$ cat src/pic_pkg.sv
package pic_pkg;
  // ---------------------------------------------------------------
  // Sizes of the controller
  // ---------------------------------------------------------------
  localparam int NUM_SRC     = 128; // All sources, software ones first
  localparam int NUM_SW      = 8;   // Software-settable sources 0..7
  localparam int NUM_CPU     = 2;   // Processors that may set them
  localparam int PRIO_W      = 4;   // 16 priority levels
  localparam int VEC_W       = 9;   // Vector width to the core
  localparam int SRC_W       = 7;   // Source index width
  localparam int STACK_DEPTH = 16;  // Nesting depth of saved priorities

  // ---------------------------------------------------------------
  // Reset values
  // ---------------------------------------------------------------
  localparam logic [PRIO_W-1:0] PRIO_RST     = 4'h0;
  localparam logic [PRIO_W-1:0] CUR_PRIO_RST = 4'h0;
  localparam logic [VEC_W-1:0]  VEC_RST      = 9'h000;
endpackage

$ cat src/pic_prio_stack.sv
`timescale 1ns/1ns
// LIFO of preempted priorities; top of stack comes out of a register
module pic_prio_stack
  import pic_pkg::*;
#(
  parameter int DEPTH = STACK_DEPTH
) (
  input  wire logic              sys_clk_in,
  input  wire logic              rst_in,
  input  wire logic              push_in,
  input  wire logic              pop_in,
  input  wire logic [PRIO_W-1:0] push_data_in,
  output logic      [PRIO_W-1:0] top_out,
  output logic                   empty_out,
  output logic                   full_out
);
  localparam int PW = $clog2(DEPTH + 1);
  localparam int AW = $clog2(DEPTH);

  logic [PRIO_W-1:0] mem_r [DEPTH];
  logic [PW-1:0]     sp_r;
  logic [PRIO_W-1:0] top_r;

  assign empty_out = (sp_r == '0);
  assign full_out  = (sp_r == PW'(DEPTH));
  assign top_out   = top_r;

  // Storage; push is ignored when full, pop when empty
  always_ff @(posedge sys_clk_in) begin
    if (push_in && !full_out) begin
      mem_r[sp_r[AW-1:0]] <= push_data_in;
    end
  end

  // Pointer and registered top
  always_ff @(posedge sys_clk_in or posedge rst_in) begin
    if (rst_in) begin
      sp_r  <= '0;
      top_r <= PRIO_RST;
    end else if (push_in && !full_out) begin
      sp_r  <= sp_r + PW'(1);
      top_r <= push_data_in;
    end else if (pop_in && !empty_out) begin
      sp_r  <= sp_r - PW'(1);
      top_r <= (sp_r >= PW'(2)) ? mem_r[AW'(sp_r - PW'(2))] : PRIO_RST;
    end
  end
endmodule // pic_prio_stack

$ cat src/pic_priority_irq_unit.sv
`timescale 1ns/1ns
// Notes on behaviour
// - Up to 128 sources; dispatched source named by a distinct 9-bit vector.
// - Every source has its own software-written priority for arbitration.
// - Sixteen levels; equal-level ties go to the lowest source index.
// - A request above the running routine's priority is sent at once.
// - Writable current priority blocks requests at or below it.
// - Eight software-set sources are arbitrated and vectored like peripherals.
// - Non-maskable request goes straight to the core, untouched.
// - Several processors may each set the software requests.
module pic_priority_irq_unit
  import pic_pkg::*;
#(
  parameter int N_CPU = NUM_CPU
) (
  input  wire logic                      sys_clk_in,
  input  wire logic                      rst_in,
  input  wire logic [NUM_SRC-1:NUM_SW]   periph_irq_in,
  input  wire logic [N_CPU*NUM_SW-1:0]   sw_set_in,
  input  wire logic [N_CPU*NUM_SW-1:0]   sw_clr_in,
  input  wire logic                      prio_wr_en_in,
  input  wire logic [SRC_W-1:0]          prio_wr_idx_in,
  input  wire logic [PRIO_W-1:0]         prio_wr_val_in,
  input  wire logic                      cur_prio_wr_en_in,
  input  wire logic [PRIO_W-1:0]         cur_prio_wr_val_in,
  input  wire logic                      irq_ack_in,
  input  wire logic                      irq_end_in,
  input  wire logic                      nmi_in,
  output logic                           irq_req_out,
  output logic      [VEC_W-1:0]          irq_vec_out,
  output logic      [PRIO_W-1:0]         irq_prio_out,
  output logic      [PRIO_W-1:0]         cur_prio_out,
  output logic      [NUM_SW-1:0]         sw_pend_out,
  output logic                           nmi_out
);
  // ---------------------------------------------------------------
  // State
  // ---------------------------------------------------------------
  logic [PRIO_W-1:0]  prio_r [NUM_SRC];
  logic [NUM_SW-1:0]  sw_pend_r;
  logic [NUM_SW-1:0]  sw_set_any;
  logic [NUM_SW-1:0]  sw_clr_any;
  logic [NUM_SRC-1:0] pending;
  logic [PRIO_W-1:0]  cur_prio_r;
  logic [PRIO_W-1:0]  cur_prio_nxt;
  logic               irq_req_r;
  logic [VEC_W-1:0]   irq_vec_r;
  logic [PRIO_W-1:0]  irq_prio_r;
  logic [SRC_W-1:0]   best_idx;
  logic [PRIO_W-1:0]  best_prio;
  logic               best_valid;
  logic               take_ack;
  logic               take_end;
  logic [PRIO_W-1:0]  stk_top;
  logic               stk_empty;

  // ---------------------------------------------------------------
  // Software-settable requests
  // ---------------------------------------------------------------
  // Merge the set and clear strobes of all processors
  always_comb begin
    sw_set_any = '0;
    sw_clr_any = '0;
    for (int c = 0; c < N_CPU; c++) begin
      sw_set_any |= sw_set_in[c*NUM_SW +: NUM_SW];
      sw_clr_any |= sw_clr_in[c*NUM_SW +: NUM_SW];
    end
  end

  // Sticky flags; a set in the clearing cycle wins
  always_ff @(posedge sys_clk_in or posedge rst_in) begin
    if (rst_in) begin
      sw_pend_r <= '0;
    end else begin
      sw_pend_r <= (sw_pend_r & ~sw_clr_any) | sw_set_any;
    end
  end

  assign pending     = {periph_irq_in, sw_pend_r};
  assign sw_pend_out = sw_pend_r;

  // ---------------------------------------------------------------
  // Per-source priorities
  // ---------------------------------------------------------------
  // Software writes one source's level at a time
  always_ff @(posedge sys_clk_in or posedge rst_in) begin
    if (rst_in) begin
      for (int i = 0; i < NUM_SRC; i++) begin
        prio_r[i] <= PRIO_RST;
      end
    end else if (prio_wr_en_in) begin
      prio_r[prio_wr_idx_in] <= prio_wr_val_in;
    end
  end

  // ---------------------------------------------------------------
  // Arbitration
  // ---------------------------------------------------------------
  // Highest level wins; strict compare keeps the lowest index on ties
  always_comb begin
    best_idx   = '0;
    best_prio  = '0;
    best_valid = 1'h0;
    for (int i = 0; i < NUM_SRC; i++) begin
      if (pending[i] && (!best_valid || prio_r[i] > best_prio)) begin
        best_idx   = SRC_W'(i);
        best_prio  = prio_r[i];
        best_valid = 1'h1;
      end
    end
  end

  // ---------------------------------------------------------------
  // Current priority and nesting
  // ---------------------------------------------------------------
  assign take_ack = irq_ack_in && irq_req_r;
  assign take_end = irq_end_in && !take_ack && !stk_empty;

  // Acknowledge first, then end of routine, then a software write
  always_comb begin
    cur_prio_nxt = cur_prio_r;
    if (take_ack) begin
      cur_prio_nxt = irq_prio_r;
    end else if (take_end) begin
      cur_prio_nxt = stk_top;
    end else if (cur_prio_wr_en_in) begin
      cur_prio_nxt = cur_prio_wr_val_in;
    end
  end

  // Current priority register
  always_ff @(posedge sys_clk_in or posedge rst_in) begin
    if (rst_in) begin
      cur_prio_r <= CUR_PRIO_RST;
    end else begin
      cur_prio_r <= cur_prio_nxt;
    end
  end

  // Saved priorities of preempted routines
  pic_prio_stack #(
    .DEPTH (STACK_DEPTH)
  ) u_stack (
    .sys_clk_in   (sys_clk_in),
    .rst_in       (rst_in),
    .push_in      (take_ack),
    .pop_in       (take_end),
    .push_data_in (cur_prio_r),
    .top_out      (stk_top),
    .empty_out    (stk_empty),
    .full_out     ()
  );

  // ---------------------------------------------------------------
  // Request to the core
  // ---------------------------------------------------------------
  // Judged against the next current priority so an ack never repeats
  always_ff @(posedge sys_clk_in or posedge rst_in) begin
    if (rst_in) begin
      irq_req_r  <= 1'h0;
      irq_vec_r  <= VEC_RST;
      irq_prio_r <= PRIO_RST;
    end else begin
      irq_req_r  <= best_valid && (best_prio > cur_prio_nxt);
      irq_vec_r  <= VEC_W'(best_idx);
      irq_prio_r <= best_prio;
    end
  end

  assign irq_req_out  = irq_req_r;
  assign irq_vec_out  = irq_vec_r;
  assign irq_prio_out = irq_prio_r;
  assign cur_prio_out = cur_prio_r;
  assign nmi_out      = nmi_in;

  // ---------------------------------------------------------------
  // Checks
  // ---------------------------------------------------------------
  logic [NUM_SRC-1:0] pend_q;
  logic               tie_ok;

  // Pending set seen by the last arbitration
  always_ff @(posedge sys_clk_in or posedge rst_in) begin
    if (rst_in) begin
      pend_q <= '0;
    end else begin
      pend_q <= pending;
    end
  end

  // No lower index at an equal or higher level was pending
  always_comb begin
    tie_ok = 1'h1;
    for (int j = 0; j < NUM_SRC; j++) begin
      if (SRC_W'(j) < irq_vec_r[SRC_W-1:0] && pend_q[j] && prio_r[j] >= irq_prio_r) begin
        tie_ok = 1'h0;
      end
    end
  end

  a_req_above_mask: assert property (@(posedge sys_clk_in) disable iff (rst_in)
    irq_req_r |-> irq_prio_r > cur_prio_r) else $error("request not above current priority");

  a_vec_names_src: assert property (@(posedge sys_clk_in) disable iff (rst_in)
    irq_req_r |-> (irq_vec_r[VEC_W-1:SRC_W] == '0) && pend_q[irq_vec_r[SRC_W-1:0]])
    else $error("vector does not name a pending source");

  a_tie_low_index: assert property (@(posedge sys_clk_in) disable iff (rst_in)
    irq_req_r && !$past(prio_wr_en_in) |-> tie_ok) else $error("tie not won by lowest index");

  a_prio_stored: assert property (@(posedge sys_clk_in) disable iff (rst_in)
    prio_wr_en_in |=> prio_r[$past(prio_wr_idx_in)] == $past(prio_wr_val_in))
    else $error("priority write lost");

  a_preempt_sent: assert property (@(posedge sys_clk_in) disable iff (rst_in)
    best_valid && best_prio > cur_prio_nxt |=> irq_req_r) else $error("preempting request not sent");

  a_ack_raises: assert property (@(posedge sys_clk_in) disable iff (rst_in)
    irq_ack_in && irq_req_r |=> cur_prio_r == $past(irq_prio_r) ##1 !irq_req_r || irq_prio_r > cur_prio_r)
    else $error("acknowledge did not raise priority");

  a_end_restores: assert property (@(posedge sys_clk_in) disable iff (rst_in)
    irq_end_in && !take_ack && !stk_empty |=> cur_prio_r == $past(stk_top))
    else $error("end of routine did not restore priority");

  a_sw_set_wins: assert property (@(posedge sys_clk_in) disable iff (rst_in)
    sw_set_any[0] |=> sw_pend_r[0] ##1 (sw_pend_r[0] || $past(sw_clr_any[0] && !sw_set_any[0])))
    else $error("software request lost");

  a_nmi_direct: assert property (@(posedge sys_clk_in) disable iff (rst_in)
    nmi_out == nmi_in) else $error("non-maskable path altered");
endmodule // pic_priority_irq_unit

$ cat config.mk
export PLATFORM = sky130hd
export DESIGN_NAME = pic_priority_irq_unit
export DESIGN_NICKNAME = d
export VERILOG_FILES = /design/src/pic_pkg.sv /design/src/pic_prio_stack.sv /design/src/pic_priority_irq_unit.sv
export SDC_FILE = /design/constraint.sdc
export NUM_CORES = 2
export LEC_CHECK = 0
export BUFFER_PORTS_ARGS = -buffer_cell sky130_fd_sc_hd__buf_2
export CAP_MARGIN = 15
export CORE_MARGIN = 2
export CORE_UTILIZATION = 37
export DETAILED_ROUTE_END_ITERATION = 8
export GPL_ROUTABILITY_DRIVEN = 0
export GPL_TIMING_DRIVEN = 0
export SYNTH_ARGS = -nofsm -noshare
export SYNTH_HDL_FRONTEND = slang
export SYNTH_SLANG_ARGS = --single-unit
$ cat constraint.sdc
create_clock -name sys_clk_in -period 412.1 [get_ports sys_clk_in]
set_input_delay 41.21 -clock sys_clk_in [delete_from_list [all_inputs] [get_ports sys_clk_in]]
set_output_delay 41.21 -clock sys_clk_in [all_outputs]
set_load 0.01 [all_outputs]
==> qor_table.md <==
| Parameter | Reported | Unit |
|:---|:---|:---|
| Status | completed | - |
| Buffer and inverter count on the worst path | 73 | - |
| Endpoints failing hold | 0 | - |
| Min-Delay Path Class | reg -> reg | - |
| Final period util | 0.645 | - |
| Fraction of final layout cells with drive strength greater than 1 | 0.168 | - |
| Wire length of the first global-routing pass | 269000 | um |
| Remaining global-route overflow | 0 | - |
| Starting density of the core | 0.373 | - |
| Worst path required time | 412.65 | ns |
| Synth warnings | 0 | - |
| H-tree levels | 3 | - |
| Fmax achieved | 3.76 | MHz |
| Site Rows | 138 | - |
| Largest cells by area after synthesis | sky130_fd_sc_hd__dfrtp_1 (26%), sky130_fd_sc_hd__mux2_2 (11%), sky130_fd_sc_hd__ha_1 (9.4%) | - |
| Number of sinks handled by clock tree synthesis | 609 | - |
| Setup slack on the worst flop-to-flop path | 174.30 | ns |
| Slew at the pin with the worst max-slew slack | 1.24 | ns |
| Die boundary width | 382 | um |
| Clock-pin transition on the worst setup and hold timing paths | 0.06 | ns |
| Number of maximum-capacitance violations | 0 | - |
| Cell type group with the largest total delay on the critical path | compound AO/OA/AOI/OAI gates | - |
| Maximum fanout along the worst path | 10 | - |
| Antenna violations before repair | 30 | - |
| Detail-routed via count per cell | 5.88 | - |
| Final Net Count | 6930 | - |
| Clock latency at the later pin of the worst-skew pair | 0.67 | ns |
| Worst hold slack after final layout | 0.505 | ns |
| DR DRC count | 0 | - |
| Slowest cell delay on critical path | 1.04 | ns |
| Cell area after synthesis | 0.0528 | mm2 |
| Detailed-route wire length | 172000 | um |
| Dpl hpwl | 133000 | um |
| Final-layout setup total negative slack | 0 | ns |
| Average cell area after synthesis | 8.68 | um2 |
| Minimum period implied by the final worst setup slack | 265.68 | ns |
| Primary FF master, synth | sky130_fd_sc_hd__dfrtp_1 | - |
| All-Layer GR Usage | 0.230 | - |
| Multi-input gate area in the final layout | 0.0348 | mm2 |
| Sequential cell area fraction in the yosys report | 0.295 | - |
| Share of flip-flops with an asynchronous set or reset | 0.895 | - |
| Number of buffers created by CTS | 75 | - |
| Post-synth top area cell | sky130_fd_sc_hd__dfrtp_1 | - |
| Worst max-slew margin expressed relative to the limit | 0.174 | - |
| Met2 GRT Util | 0.367 | - |
| Sequential Area | 0.0156 | mm2 |
| Setup Fix Bufs, Post-CTS | 0 | - |
| Total Die Area | 0.146 | mm2 |
| Cell at the slowest stage of the critical path | sky130_fd_sc_hd__o41ai_1 | - |
| Count of endpoints failing setup in the final report | 0 | - |
| Yosys reg bits | 609 | - |
| First-iteration detailed-routing DRC count | 4024 | - |
| Clock root buffer | sky130_fd_sc_hd__clkbuf_16 | - |
| Core Area | 0.142 | mm2 |
| Count of TritonRoute iterations in the first routing pass | 7 | - |
| # hold bufs at CTS | 0 | - |
| Nature of the critical path startpoint | input pin | - |
| Largest net degree at the start of global routing | 122 | - |
| Vias | 48900 | - |
| Cell with the most instances after synthesis | sky130_fd_sc_hd__nand2_1 | - |
| Setup repair after global routing missed its margin | false | - |
| Clock Skews | 0.0141 | ns |
| Cell count after synthesis | 6089 | - |
| Maximum clock insertion buffer count | 3 | - |
| IO Pins | 201 | - |
| Number of synthesized flops with an enable pin | 64 | - |
| Arrival time of the worst setup path | 266.23 | ns |
| Relative area change from synthesis to final layout | 11.6 | % |
| Cell repeated most along the worst path | sky130_fd_sc_hd__a21oi_1 | - |
| Crit path capture type | register | - |
| Ranking of synthesized cells by instance count | sky130_fd_sc_hd__nand2_1 (593), sky130_fd_sc_hd__dfrtp_1 (545), sky130_fd_sc_hd__mux2_2 (507) | - |
| Final number of max-transition violations | 0 | - |
| Antenna-violating nets left | 0 | - |
| Per-cell routed wire length | 20.7 | um |
| GR Util met1 | 0.313 | - |
| Resized cells post-CTS | 0 | - |
| Vertical die dimension | 382 | um |
| Share of the synthesized area in the top cell type | 0.258 | - |
| Top Usage Layer GRT | met2 | - |
| Via count of the first global-routing pass | 47100 | - |
| Critical path class | in -> reg | - |
| TritonCTS clock tree | built | - |
| Post-synth cell types | 127 | - |
| Routing usage on met3 | 0.0372 | - |
| Fill cell total of the finished layout | 14200 | - |
| Number of buffers inserted by port buffering | 173 | - |
worst paths after layout:
check	startpoint	endpoint	cells past startpoint
worst min-delay path	prio_r[324]$_DFFE_PP0P_	prio_r[324]$_DFFE_PP0P_	1
worst max register to register	sw_pend_out[0]$_DFF_PP0_	irq_req_out$_DFF_PP0_	1049
worst max-delay path	periph_irq_in[8]	irq_req_out$_DFF_PP0_	836
max in group asynchronous	rst_in	prio_r[325]$_DFFE_PP0P_	4
min in group asynchronous	rst_in	sw_pend_out[3]$_DFF_PP0_	2
worst min register to register	prio_r[324]$_DFFE_PP0P_	prio_r[324]$_DFFE_PP0P_	1
layout make-up:
cell class              count  share of cell area
clock inverters            38             0.00773
well taps                1890              0.0401
multi-input cells        4837               0.590
repair buffers            193              0.0193
flip-flops and latches    609               0.264
plain buffers             146              0.0106
inverters                 498              0.0318
clock buffers              93              0.0352
diodes                     20            0.000849
per-layer routing:
| layer | part of all wire | up-vias |
|---|---|---|
| met5 | 0.00053 | - |
| met4 | 0.032 | 14 |
| met3 | 0.067 | 283 |
| met2 | 0.45 | 1502 |
| met1 | 0.45 | 23700 |
| li1 | - | 23400 |
cells in the final DEF (no fill, tap or decap), types with 27 or more instances in the layout:
| master | count |
|---|---|
| sky130_fd_sc_hd__o31ai_1 | 56 |
| sky130_fd_sc_hd__nor4_1 | 42 |
| sky130_fd_sc_hd__edfxtp_1 | 64 |
| sky130_fd_sc_hd__clkbuf_1 | 113 |
| sky130_fd_sc_hd__clkbuf_16 | 77 |
| sky130_fd_sc_hd__nor3_1 | 123 |
| sky130_fd_sc_hd__o211a_1 | 27 |
| sky130_fd_sc_hd__a21oi_1 | 392 |
| sky130_fd_sc_hd__buf_2 | 193 |
| sky130_fd_sc_hd__a211oi_1 | 60 |
| sky130_fd_sc_hd__o2111ai_1 | 27 |
| sky130_fd_sc_hd__a211o_1 | 33 |
| sky130_fd_sc_hd__nand2_1 | 593 |
| sky130_fd_sc_hd__mux2i_1 | 79 |
| sky130_fd_sc_hd__nor2b_1 | 85 |
| sky130_fd_sc_hd__and2_1 | 73 |
| sky130_fd_sc_hd__nor2_1 | 441 |
| sky130_fd_sc_hd__nand4_1 | 37 |
| sky130_fd_sc_hd__o311ai_0 | 38 |
| sky130_fd_sc_hd__o31a_1 | 34 |
| sky130_fd_sc_hd__and3_1 | 53 |
| sky130_fd_sc_hd__o311a_1 | 44 |
| sky130_fd_sc_hd__mux2_2 | 507 |
| sky130_fd_sc_hd__o21a_1 | 100 |
| sky130_fd_sc_hd__maj3_1 | 32 |
| sky130_fd_sc_hd__dfrtp_1 | 545 |
| sky130_fd_sc_hd__a31oi_1 | 95 |
| sky130_fd_sc_hd__nand3_1 | 143 |
| sky130_fd_sc_hd__ha_1 | 395 |
| sky130_fd_sc_hd__nand2b_1 | 68 |
| sky130_fd_sc_hd__o21ai_1 | 27 |
| sky130_fd_sc_hd__a21o_1 | 87 |
| sky130_fd_sc_hd__inv_1 | 495 |
| sky130_fd_sc_hd__o211ai_1 | 83 |
| sky130_fd_sc_hd__a31o_2 | 27 |
| sky130_fd_sc_hd__o21ai_0 | 394 |
| sky130_fd_sc_hd__or2_2 | 54 |
| sky130_fd_sc_hd__or3_1 | 43 |
| sky130_fd_sc_hd__nor3b_1 | 34 |
state kept, by name, indices dropped and copies added, names as in the netlist:
register         cells
cur_prio_out         4
irq_prio_out         4
irq_req_out          1
irq_vec_out          7
prio_r             512
sw_pend_out          8
u_stack.mem_r       64
u_stack.sp_r         5
u_stack.top_out      4
through the flow:
step | setup WS [ns] | utilization | area (um2) | std cells
after detailed placement | 148.62 | 0.398 | 56300 | 8167
after floorplan | 184.30 | - | 52800 | 6090
after global placement | 149.86 | 0.396 | 56100 | 8153
after global routing | 127.55 | 0.416 | 58900 | 8315
after CTS | 148.37 | 0.416 | 58900 | 8298
final | 146.42 | 0.416 | 58900 | 8324
kinds of logic (layout without fill, tap and decap cells):
family / Yosys count / in the layout / synth area share
flip-flops: 609 / 609 / 0.295
other: 1 / 22 / 0.0000710
XOR/XNOR: 5 / 5 / 0.000829
multiplexers: 608 / 608 / 0.132
adder cells (fa/ha/maj): 428 / 428 / 0.100
AO/OA/AOI/OAI: 1913 / 1913 / 0.253
buffers and inverters: 644 / 968 / 0.0470
AND/OR/NAND/NOR: 1881 / 1881 / 0.172
Power is left out: the tool's default activity adds up to more than one toggle a clock period on the data nets, which glitch-free logic cannot reach.
